### src/inc/ies_pkg.sv
package ies_pkg;
   // Register byte addresses
   localparam logic [7:0] IES_ADDR_SRC_EN   = 8'h00;  // Source enables and global flag
   localparam logic [7:0] IES_ADDR_TMR_EN   = 8'h04;  // Timer interrupt enable control
   localparam logic [7:0] IES_ADDR_REQ      = 8'h08;  // Request flags, write one to set
   localparam logic [7:0] IES_ADDR_STATUS   = 8'h0c;  // Dispatch state
   // Source enable register field positions
   localparam int IES_BIT_EXT0   = 0;
   localparam int IES_BIT_TMR1   = 1;
   localparam int IES_BIT_TMR2   = 2;
   localparam int IES_BIT_FOURTH = 3;
   localparam int IES_BIT_GIE    = 4;
   // Timer enable control field positions
   localparam int IES_BIT_TMR3   = 0;
   // Number of request sources
   localparam int IES_NSRC = 5;
   // Request index of timer 3
   localparam int IES_REQ_TMR3 = 4;
   // Reset values
   localparam logic [4:0] IES_SRC_EN_RST = 5'h00;
   localparam logic [3:0] IES_TMR_EN_RST = 4'h0;
   // Dispatch delays in machine cycles
   localparam logic [1:0] IES_DLY_SHORT = 2'h2;
   localparam logic [1:0] IES_DLY_LONG  = 2'h3;
   // Bus responses
   localparam logic [1:0] IES_RESP_OKAY   = 2'h0;
   localparam logic [1:0] IES_RESP_SLVERR = 2'h2;
   // Dispatch states
   typedef enum logic [1:0] {IES_IDLE, IES_WAIT, IES_FIRE} ies_state_t;
endpackage

### src/design/ies_axil_slave.sv
`timescale 1ns/1ns
`default_nettype none
// AXI4-Lite slave front end: one write and one read at a time
module ies_axil_slave
   import ies_pkg::*;
(
   // Clock and reset
   input  wire logic        clk_sys,
   input  wire logic        nrst,
   // Write channels
   input  wire logic [7:0]  awaddr,
   input  wire logic        awvalid,
   output logic             awready,
   input  wire logic [31:0] wdata,
   input  wire logic [3:0]  wstrb,
   input  wire logic        wvalid,
   output logic             wready,
   output logic [1:0]       bresp,
   output logic             bvalid,
   input  wire logic        bready,
   // Read channels
   input  wire logic [7:0]  araddr,
   input  wire logic        arvalid,
   output logic             arready,
   output logic [31:0]      rdata,
   output logic [1:0]       rresp,
   output logic             rvalid,
   input  wire logic        rready,
   // Register side
   output logic             wr_stb,
   output logic [7:0]       wr_addr,
   output logic [31:0]      wr_data,
   output logic             rd_stb,
   output logic [7:0]       rd_addr,
   input  wire logic [31:0] rd_data,
   input  wire logic        rd_err,
   input  wire logic        wr_err
);
   logic        aw_have_q;   // Write address held
   logic        w_have_q;    // Write data held
   logic [7:0]  aw_q;        // Latched write address
   logic [31:0] w_q;         // Latched write data
   logic        bvalid_q;    // Write response pending
   logic [1:0]  bresp_q;     // Write response code
   logic        rvalid_q;    // Read data pending
   logic [31:0] rdata_q;     // Read data
   logic [1:0]  rresp_q;     // Read response code

   // Handshakes
   assign awready = !aw_have_q && !bvalid_q;
   assign wready  = !w_have_q && !bvalid_q;
   assign arready = !rvalid_q;
   assign wr_stb  = aw_have_q && w_have_q && !bvalid_q;
   assign wr_addr = aw_q;
   assign wr_data = w_q;
   assign rd_stb  = arvalid && arready;
   assign rd_addr = araddr;
   assign bvalid  = bvalid_q;
   assign bresp   = bresp_q;
   assign rvalid  = rvalid_q;
   assign rdata   = rdata_q;
   assign rresp   = rresp_q;

   // Write path: address and data in any order, response after both
   always_ff @(posedge clk_sys or negedge nrst) begin
      if (!nrst) begin
         aw_have_q <= 1'b0;
         w_have_q  <= 1'b0;
         aw_q      <= 8'h00;
         w_q       <= 32'h0000_0000;
         bvalid_q  <= 1'b0;
         bresp_q   <= IES_RESP_OKAY;
      end else begin
         if (awvalid && awready) begin
            aw_have_q <= 1'b1;
            aw_q      <= awaddr;
         end
         // Lane 0 strobe writes whole word, without it zero is written; narrow fields sit in lane 0
         if (wvalid && wready) begin
            w_have_q <= 1'b1;
            w_q      <= wstrb[0] ? wdata : 32'h0000_0000;
         end
         if (wr_stb) begin
            aw_have_q <= 1'b0;
            w_have_q  <= 1'b0;
            bvalid_q  <= 1'b1;
            bresp_q   <= wr_err ? IES_RESP_SLVERR : IES_RESP_OKAY;
         end else if (bvalid_q && bready) begin
            bvalid_q <= 1'b0;
         end
      end
   end

   // Read path: data one cycle after address taken
   always_ff @(posedge clk_sys or negedge nrst) begin
      if (!nrst) begin
         rvalid_q <= 1'b0;
         rdata_q  <= 32'h0000_0000;
         rresp_q  <= IES_RESP_OKAY;
      end else if (rd_stb) begin
         rvalid_q <= 1'b1;
         rdata_q  <= rd_data;
         rresp_q  <= rd_err ? IES_RESP_SLVERR : IES_RESP_OKAY;
      end else if (rvalid_q && rready) begin
         rvalid_q <= 1'b0;
      end
   end
endmodule
`default_nettype wire

### src/design/ies_dispatch_timer.sv
`timescale 1ns/1ns
`default_nettype none
// Counts machine cycles from condition to dispatch
module ies_dispatch_timer
   import ies_pkg::*;
(
   // Clock and reset
   input  wire logic       clk_sys,
   input  wire logic       nrst,
   // Control
   input  wire logic       cond,        // Interrupt condition holds
   input  wire logic       multi_cyc,   // Multi-cycle instruction executing
   input  wire logic       cyc_stb,     // Machine cycle boundary
   input  wire logic       taken,       // Dispatch acknowledged
   // Result
   output logic            fire,        // Dispatch now
   output logic [1:0]      state
);
   ies_state_t st_q;     // Dispatch state
   ies_state_t st_d;
   logic [1:0] cnt_q;    // Cycles left
   logic [1:0] cnt_d;

   assign fire  = (st_q == IES_FIRE);
   assign state = st_q;

   // Next state
   always_comb begin
      st_d  = st_q;
      cnt_d = cnt_q;
      unique case (st_q)
         IES_IDLE: begin
            // Delay picked by instruction length at condition time
            if (cond && cyc_stb) begin
               st_d  = IES_WAIT;
               cnt_d = multi_cyc ? IES_DLY_LONG : IES_DLY_SHORT;
            end
         end
         IES_WAIT: begin
            if (cyc_stb) begin
               cnt_d = cnt_q - 2'h1;
               if (cnt_q == 2'h1) begin
                  st_d = IES_FIRE;
               end
            end
         end
         IES_FIRE: begin
            if (taken) begin
               st_d = IES_IDLE;
            end
         end
      endcase
   end

   // State registers
   always_ff @(posedge clk_sys or negedge nrst) begin
      if (!nrst) begin
         st_q  <= IES_IDLE;
         cnt_q <= 2'h0;
      end else begin
         st_q  <= st_d;
         cnt_q <= cnt_d;
      end
   end
endmodule
`default_nettype wire

### src/design/ies_sequencer.sv
`timescale 1ns/1ns
`default_nettype none
// Behaviour
// - Spare timer-enable bits store and read back only
// - Timer3 enable allows interrupt and blocks skip
// - Interrupt needs global, source enable, request
// - Sources ext0, tmr1, tmr2, fourth source participate
// - One-cycle instruction: dispatch two cycles later
// - Multi-cycle instruction: dispatch three cycles later
// - Request cleared on dispatch or skip
module ies_sequencer
   import ies_pkg::*;
#(
   parameter int NSRC = IES_NSRC
)
(
   // Clock and reset
   input  wire logic        clk_sys,
   input  wire logic        nrst,
   // AXI4-Lite write channels
   input  wire logic [7:0]  s_axi_awaddr,
   input  wire logic        s_axi_awvalid,
   output logic             s_axi_awready,
   input  wire logic [31:0] s_axi_wdata,
   input  wire logic [3:0]  s_axi_wstrb,
   input  wire logic        s_axi_wvalid,
   output logic             s_axi_wready,
   output logic [1:0]       s_axi_bresp,
   output logic             s_axi_bvalid,
   input  wire logic        s_axi_bready,
   // AXI4-Lite read channels
   input  wire logic [7:0]  s_axi_araddr,
   input  wire logic        s_axi_arvalid,
   output logic             s_axi_arready,
   output logic [31:0]      s_axi_rdata,
   output logic [1:0]       s_axi_rresp,
   output logic             s_axi_rvalid,
   input  wire logic        s_axi_rready,
   // Request sources, one-cycle set pulses
   input  wire logic [NSRC-1:0] src_set,
   // Instruction sequencer side
   input  wire logic        cyc_stb,        // Machine cycle boundary
   input  wire logic        multi_cyc,      // Multi-cycle instruction running
   input  wire logic        skip_tmr3,      // Skip-on-timer3-request executing
   input  wire logic        irq_taken,      // Sequencer accepts dispatch
   output logic             irq_dispatch,   // Dispatch request
   output logic [NSRC-1:0]  irq_vector,     // One-hot source being dispatched
   output logic             skip_do,        // Next instruction skipped
   output logic [NSRC-1:0]  req_flags       // Current request flags
);
   // Register bus side
   logic        wr_stb;
   logic [7:0]  wr_addr;
   logic [31:0] wr_data;
   logic        rd_stb;
   logic [7:0]  rd_addr;
   logic [31:0] rd_data;
   logic        rd_err;
   logic        wr_err;

   // Control state
   logic [4:0]      src_en_q;   // Source enables plus global flag
   logic [3:0]      tmr_en_q;   // Timer interrupt enable control
   logic [NSRC-1:0] req_q;      // Request flags
   logic [NSRC-1:0] req_d;
   logic [NSRC-1:0] sel_q;      // Source latched for dispatch

   // Decoded enables
   logic [NSRC-1:0] src_enable;   // Per-source enable vector
   logic            gie;          // Global interrupt enable flag
   logic [NSRC-1:0] eligible;     // Sources meeting all conditions
   logic [NSRC-1:0] pick;         // Highest priority eligible
   logic            cond;         // Any source eligible
   logic            fire;
   logic [1:0]      dstate;
   logic            disp_ack;     // Dispatch accepted
   logic            tmr3_en;

   // Write decode
   logic wr_src;
   logic wr_tmr;
   logic wr_req;

   // Lowest index wins
   function automatic logic [NSRC-1:0] lowest_one(input logic [NSRC-1:0] v);
      logic [NSRC-1:0] r;
      r = '0;
      for (int i = NSRC - 1; i >= 0; i--) begin
         if (v[i]) begin
            r = '0;
            r[i] = 1'b1;
         end
      end
      return r;
   endfunction

   // Offset belongs to one of the four registers
   function automatic logic addr_known(input logic [7:0] a);
      return a == IES_ADDR_SRC_EN || a == IES_ADDR_TMR_EN ||
             a == IES_ADDR_REQ || a == IES_ADDR_STATUS;
   endfunction

   // Bus front end
   ies_axil_slave u_bus (
      .clk_sys (clk_sys),
      .nrst    (nrst),
      .awaddr  (s_axi_awaddr),
      .awvalid (s_axi_awvalid),
      .awready (s_axi_awready),
      .wdata   (s_axi_wdata),
      .wstrb   (s_axi_wstrb),
      .wvalid  (s_axi_wvalid),
      .wready  (s_axi_wready),
      .bresp   (s_axi_bresp),
      .bvalid  (s_axi_bvalid),
      .bready  (s_axi_bready),
      .araddr  (s_axi_araddr),
      .arvalid (s_axi_arvalid),
      .arready (s_axi_arready),
      .rdata   (s_axi_rdata),
      .rresp   (s_axi_rresp),
      .rvalid  (s_axi_rvalid),
      .rready  (s_axi_rready),
      .wr_stb  (wr_stb),
      .wr_addr (wr_addr),
      .wr_data (wr_data),
      .rd_stb  (rd_stb),
      .rd_addr (rd_addr),
      .rd_data (rd_data),
      .rd_err  (rd_err),
      .wr_err  (wr_err)
   );

   // Address decode
   assign wr_src = wr_stb && (wr_addr == IES_ADDR_SRC_EN);
   assign wr_tmr = wr_stb && (wr_addr == IES_ADDR_TMR_EN);
   assign wr_req = wr_stb && (wr_addr == IES_ADDR_REQ);
   assign wr_err = !addr_known(wr_addr);
   assign rd_err = !addr_known(rd_addr);

   // Read words, one per register
   logic [31:0] rd_src_word;   // Source enables and global flag
   logic [31:0] rd_tmr_word;   // Timer enable control
   logic [31:0] rd_req_word;   // Request flags
   logic [31:0] rd_sts_word;   // Low three bits of latched source, and dispatch state
   assign rd_src_word = {27'h0, src_en_q};
   assign rd_tmr_word = {28'h0, tmr_en_q};
   assign rd_req_word = {27'h0, req_q};
   assign rd_sts_word = {27'h0, sel_q[2:0], dstate};

   // Read mux; spare bits read as stored
   assign rd_data = (rd_addr == IES_ADDR_SRC_EN) ? rd_src_word :
                    (rd_addr == IES_ADDR_TMR_EN) ? rd_tmr_word :
                    (rd_addr == IES_ADDR_REQ)    ? rd_req_word :
                    (rd_addr == IES_ADDR_STATUS) ? rd_sts_word :
                    32'h0000_0000;

   // Enable vector: ext0, tmr1, tmr2, fourth, tmr3; only bit 0 of timer reg used
   assign tmr3_en    = tmr_en_q[IES_BIT_TMR3];
   assign src_enable = {tmr3_en, src_en_q[IES_BIT_FOURTH], src_en_q[IES_BIT_TMR2],
                        src_en_q[IES_BIT_TMR1], src_en_q[IES_BIT_EXT0]};
   assign gie        = src_en_q[IES_BIT_GIE];
   assign eligible   = gie ? (req_q & src_enable) : '0;
   assign pick       = lowest_one(eligible);
   assign cond       = |eligible;
   assign disp_ack   = fire && irq_taken;

   // Skip tests timer3 request only while its interrupt is disabled
   assign skip_do    = skip_tmr3 && !tmr3_en && req_q[IES_REQ_TMR3];

   // Dispatch timing
   ies_dispatch_timer u_tmr (
      .clk_sys   (clk_sys),
      .nrst      (nrst),
      .cond      (cond),
      .multi_cyc (multi_cyc),
      .cyc_stb   (cyc_stb),
      .taken     (disp_ack),
      .fire      (fire),
      .state     (dstate)
   );

   // Outputs to the sequencer
   assign irq_dispatch = fire;
   assign irq_vector   = fire ? sel_q : '0;
   assign req_flags    = req_q;

   // Request flag update; a new set wins over a clear
   always_comb begin
      req_d = req_q;
      if (disp_ack) begin
         req_d = req_d & ~sel_q;
      end
      if (skip_do) begin
         req_d[IES_REQ_TMR3] = 1'b0;
      end
      // Flags stay set regardless of enables
      req_d = req_d | src_set | (wr_req ? wr_data[NSRC-1:0] : '0);
   end

   // Control registers
   always_ff @(posedge clk_sys or negedge nrst) begin
      if (!nrst) begin
         src_en_q <= IES_SRC_EN_RST;
         tmr_en_q <= IES_TMR_EN_RST;
      end else begin
         if (wr_src) begin
            src_en_q <= wr_data[4:0];
         end
         if (wr_tmr) begin
            tmr_en_q <= wr_data[3:0];
         end
      end
   end

   // Request flags and dispatch source latch
   always_ff @(posedge clk_sys or negedge nrst) begin
      if (!nrst) begin
         req_q <= '0;
         sel_q <= '0;
      end else begin
         req_q <= req_d;
         // Latch source while waiting; held during fire
         if (!fire) begin
            sel_q <= pick;
         end
      end
   end

   // Latency checker: boundaries owed and seen since the condition started
   logic       idle_st;      // Dispatch timer idle
   logic       wait_st;      // Dispatch timer counting
   logic [1:0] lat_need_q;   // Boundaries owed, by instruction length
   logic [1:0] lat_seen_q;   // Boundaries seen while counting
   assign idle_st = (dstate == IES_IDLE);
   assign wait_st = (dstate == IES_WAIT);

   // Record owed delay at start, then count boundaries while waiting
   always_ff @(posedge clk_sys or negedge nrst) begin
      if (!nrst) begin
         lat_need_q <= 2'h0;
         lat_seen_q <= 2'h0;
      end else if (idle_st && cond && cyc_stb) begin
         // One-cycle instruction owes two, longer ones three
         lat_need_q <= multi_cyc ? IES_DLY_LONG : IES_DLY_SHORT;
         lat_seen_q <= 2'h0;
      end else if (wait_st && cyc_stb) begin
         lat_seen_q <= lat_seen_q + 2'h1;
      end
   end

   // Dispatch rises only if a source was eligible the cycle before
   a_disp_cause: assert property (@(posedge clk_sys) disable iff (!nrst)
      $rose(irq_dispatch) |-> $past(cond))
      else $error("Dispatch without eligible source");

   // Dispatch comes after exactly the owed number of boundaries
   a_disp_delay: assert property (@(posedge clk_sys) disable iff (!nrst)
      $rose(irq_dispatch) |-> lat_seen_q == lat_need_q)
      else $error("Dispatch delay wrong for instruction length");

   // Dispatch and its vector stand until the sequencer accepts
   a_disp_hold: assert property (@(posedge clk_sys) disable iff (!nrst)
      irq_dispatch && !irq_taken |=> irq_dispatch && $stable(irq_vector))
      else $error("Dispatch dropped before acceptance");

   // Exactly one source named while dispatching
   a_vec_onehot: assert property (@(posedge clk_sys) disable iff (!nrst)
      irq_dispatch |-> $onehot(irq_vector))
      else $error("Dispatch vector not one-hot");

   // Accepted dispatch drops the flag of its source
   a_disp_clear: assert property (@(posedge clk_sys) disable iff (!nrst)
      disp_ack && ((src_set & sel_q) == '0) && !wr_req
      |=> (req_q & $past(sel_q)) == '0)
      else $error("Dispatched request not cleared");

   // Skip that succeeds clears the timer3 request
   a_skip_clear: assert property (@(posedge clk_sys) disable iff (!nrst)
      skip_do && !src_set[IES_REQ_TMR3] |=> !req_q[IES_REQ_TMR3])
      else $error("Skip did not clear timer3 request");

   // No skip while timer3 interrupt is enabled
   a_skip_block: assert property (@(posedge clk_sys) disable iff (!nrst)
      tmr3_en |-> !skip_do)
      else $error("Skip active while timer3 interrupt enabled");

   // Skip instruction leaves the request alone while interrupt enabled
   a_skip_none: assert property (@(posedge clk_sys) disable iff (!nrst)
      skip_tmr3 && tmr3_en && !disp_ack
      |=> req_q[IES_REQ_TMR3] || !$past(req_q[IES_REQ_TMR3]))
      else $error("Skip cleared request while timer3 interrupt enabled");

   // Disabled request survives unless a skip tests it away
   a_pend_hold: assert property (@(posedge clk_sys) disable iff (!nrst)
      |(req_q & ~src_enable) && !wr_req && !skip_do |=> |(req_q & ~$past(src_enable)))
      else $error("Disabled request lost");

   // Whole timer control word stored, spare bits included
   a_spare_back: assert property (@(posedge clk_sys) disable iff (!nrst)
      wr_tmr |=> tmr_en_q == $past(wr_data[3:0]))
      else $error("Spare bits not stored");
endmodule
`default_nettype wire

### config.mk
export PLATFORM = sky130hd
export DESIGN_NAME = ies_sequencer
export DESIGN_NICKNAME = d
export VERILOG_FILES = /design/src/inc/ies_pkg.sv /design/src/design/ies_axil_slave.sv /design/src/design/ies_dispatch_timer.sv /design/src/design/ies_sequencer.sv
export SDC_FILE = /design/constraint.sdc
export NUM_CORES = 1
export LEC_CHECK = 0
export BUFFER_PORTS_ARGS = -buffer_cell sky130_fd_sc_hd__buf_2
export CORE_MARGIN = 5
export CORE_UTILIZATION = 29
export DETAILED_ROUTE_END_ITERATION = 7
export SLEW_MARGIN = 20
export SYNTH_ARGS = -nofsm -noshare
export SYNTH_HDL_FRONTEND = slang
export SYNTH_HIERARCHICAL = 1
export SYNTH_SLANG_ARGS = --single-unit
### constraint.sdc
create_clock -name clk_sys -period 2.1 [get_ports clk_sys]
set_input_delay 0.42 -clock clk_sys [delete_from_list [all_inputs] [get_ports clk_sys]]
set_output_delay 0.42 -clock clk_sys [all_outputs]
set_load 0.005 [all_outputs]
==> impl_results.md <==
- Status: completed
- Fmax: 0.503 GHz
- Final Hold Viols: 0
- Number of port buffers: 88
- Hold Slack: between 0.05 and 0.06 ns
- Proportion of layout cells with a drive suffix above 1: 45.6%
- Synth Warn #: 6
- Pre-antenna DRT Iters: 4
- Relative slew slack: 65.5%
- Maximum vdd drop: 0.515 mV
- Leak pwr: 2.13 nW
- Commonest non-fill, non-tap cells in the layout: buf_2, dfrtp_1, mux2_2, conb_1, nand2_1
- Die area: 14100 um2
- P per Cell Area: 1110 nW/um2
- Reg clk slew, reported paths: 0.06 ns
- Vias per inst: 4.51
- Slew Limit Fails: 0
- Largest net degree at the start of global routing: 39
- Antenna Cells: 0
- Min Tclk post-route: about 2.0 ns
- Row count: 39
- # Max-Cap Violations: 0
- Nets@finish: 454
- Number of global-route vias before repair: between 2000 and 3000
- Crit end category: output port
- Total wire length: 7.74 mm
- Fillcell total: 1125
- Mapped Avg Cell Area: around 13 um2
- Skew final: 0.00712 ns
- Remaining global-route overflow: 0
- Iteration-0 DRC Markers: 141
- IO Count: 121
- Max stage delay on crit path: 0.42 ns
- Commonest non-fill, non-tap cell in the layout: buf_2
- Cts bufs inserted: 9
- Reg2reg path depth: 5
- DR WL/cell: 14.6 um
- Post-route ant nets: 0
- Syn Std Cell Area: 3420 um2
- Final setup vio count: 0
- Post-route clock period utilization: 94.7%
- Initial antenna violation count: 0
- Worst-path maximum fanout: 6
- Skew-Pair Late Insertion Delay: 0.33 ns
- Total Neg Setup Slack: 0 ns
- WS Path Type: register to output port
- All-Layer GR Usage: roughly 11%
- Slowest stage cell, crit path: dfrtp_1
- DP Wirelength: 5.89 mm
- Critical path arrival: 1.57 ns
- CORE AREA: approximately 11000 um2
- Starting Density: between 20 and 30%
- Reg2reg setup slack: 0.16 ns
- Root buf cell: clkbuf_16
- Critical Path RT: between 1.5 and 2 ns
- Launch point of the worst reg-to-reg path: req_flags[0]
- Post-CTS Hold Buffers: 0
- Die W: 119 um
- Die Y: 119 um
- Global-route wire length before repair: 12.9 mm
- Max clock buf depth: 2
- DR vias: 2387
- Synthesized instance count: 264
- Least-Margin Pin Slew: between 0.5 and 0.6 ns
- CTS tree: done
- RSZ-0062 raised after global routing: no
- H-tree levels: 3
- CP Cell Sequence: inv_1 > ha_1 > buf_4 > and2_1 > buf_2
- Synth-to-Final Area Change: 29.6%
- R2r endpoint: u_tmr/state[1]
- Sink Count: 74
- Routability cong.: 0.775
- DRC errors left: 0
- Total power: between 4 and 5 mW
- Worst min path class: input pin to asynchronous set/reset pin
- Worst Setup Start Kind: register
## how the worst max path moves through the flow
stage                        start              to  slack [ns]  depth (start not counted)
floorplan           u_tmr/state[0]  u_tmr/state[1]        0.19                          7
global placement      req_flags[0]  u_tmr/state[1]        0.18                          5
detailed placement    req_flags[0]  u_tmr/state[1]        0.12                          5
CTS                 u_tmr/state[0]   irq_vector[1]         0.1                          5
global route        u_tmr/state[0]   irq_vector[1]       0.007                          5
finish              u_tmr/state[0]   irq_vector[1]        0.11                          5
## report_power, final
| group | internal, mW | switching [mW] | leakage (nW) |
|---|---|---|---|
| logic | 0.667 | 0.535 | 1.08 |
| registers | 1.78 | 0.288 | 0.898 |
| clock network | 1.07 | 0.573 | 0.149 |
## what timing repair did
action	in CTS	in global routing
gates resized for setup	0	1
endpoints found under the setup margin	0	1
endpoints found under the hold margin	0	0
buffers inserted	0	0
## worst max-delay path: cells and delay by family, from the launching register on
kind          cells  cell delay (ns)
buf+inv           3             0.42
flops             1             0.42
fa+ha+maj         1             0.21
simple gates      1             0.19
## per-stage QoR
stage               cells  utilization [%]  worst slack, ns  area, um2
floorplan             291                -            0.188       3520
global placement      513             35.8            0.184       4100
detailed placement    513             35.8            0.118       4100
CTS                   529             38.6           0.0960       4420
global route          529             38.6          0.00680       4430
finish                529             38.6            0.111       4430
## routing by layer
metal	track usage, %	part of all wire (%)
met5	0	0
met4	3.19	0.87
met3	3.72	6.2
met2	18.8	50
met1	14.1	43
## flip-flops by register name, indices dropped and copies added (netlist names)
register / count
u_bus/rdata: 32
u_bus/wr_addr: 8
req_flags: 5
sel_q: 5
src_en_q: 5
u_bus/wr_data: 5
tmr_en_q: 4
u_tmr/cnt_q: 2
u_tmr/state: 2
u_bus/aw_have_q: 1
u_bus/bresp: 1
u_bus/bvalid: 1
u_bus/rresp: 1
u_bus/rvalid: 1
u_bus/w_have_q: 1
## area by class of cell
class | count | area (um2) | share of cell area, %
clock buffer | 12 | 246 | 5.57
clock inverter | 4 | 75.1 | 1.70
tap | 143 | 179 | 4.04
inverter | 16 | 60.1 | 1.36
multi-input combinational | 180 | 1470 | 33.2
sequential | 74 | 1850 | 41.8
timing repair buffer | 100 | 546 | 12.3
Note: power is estimated with default switching activity, not from simulation.
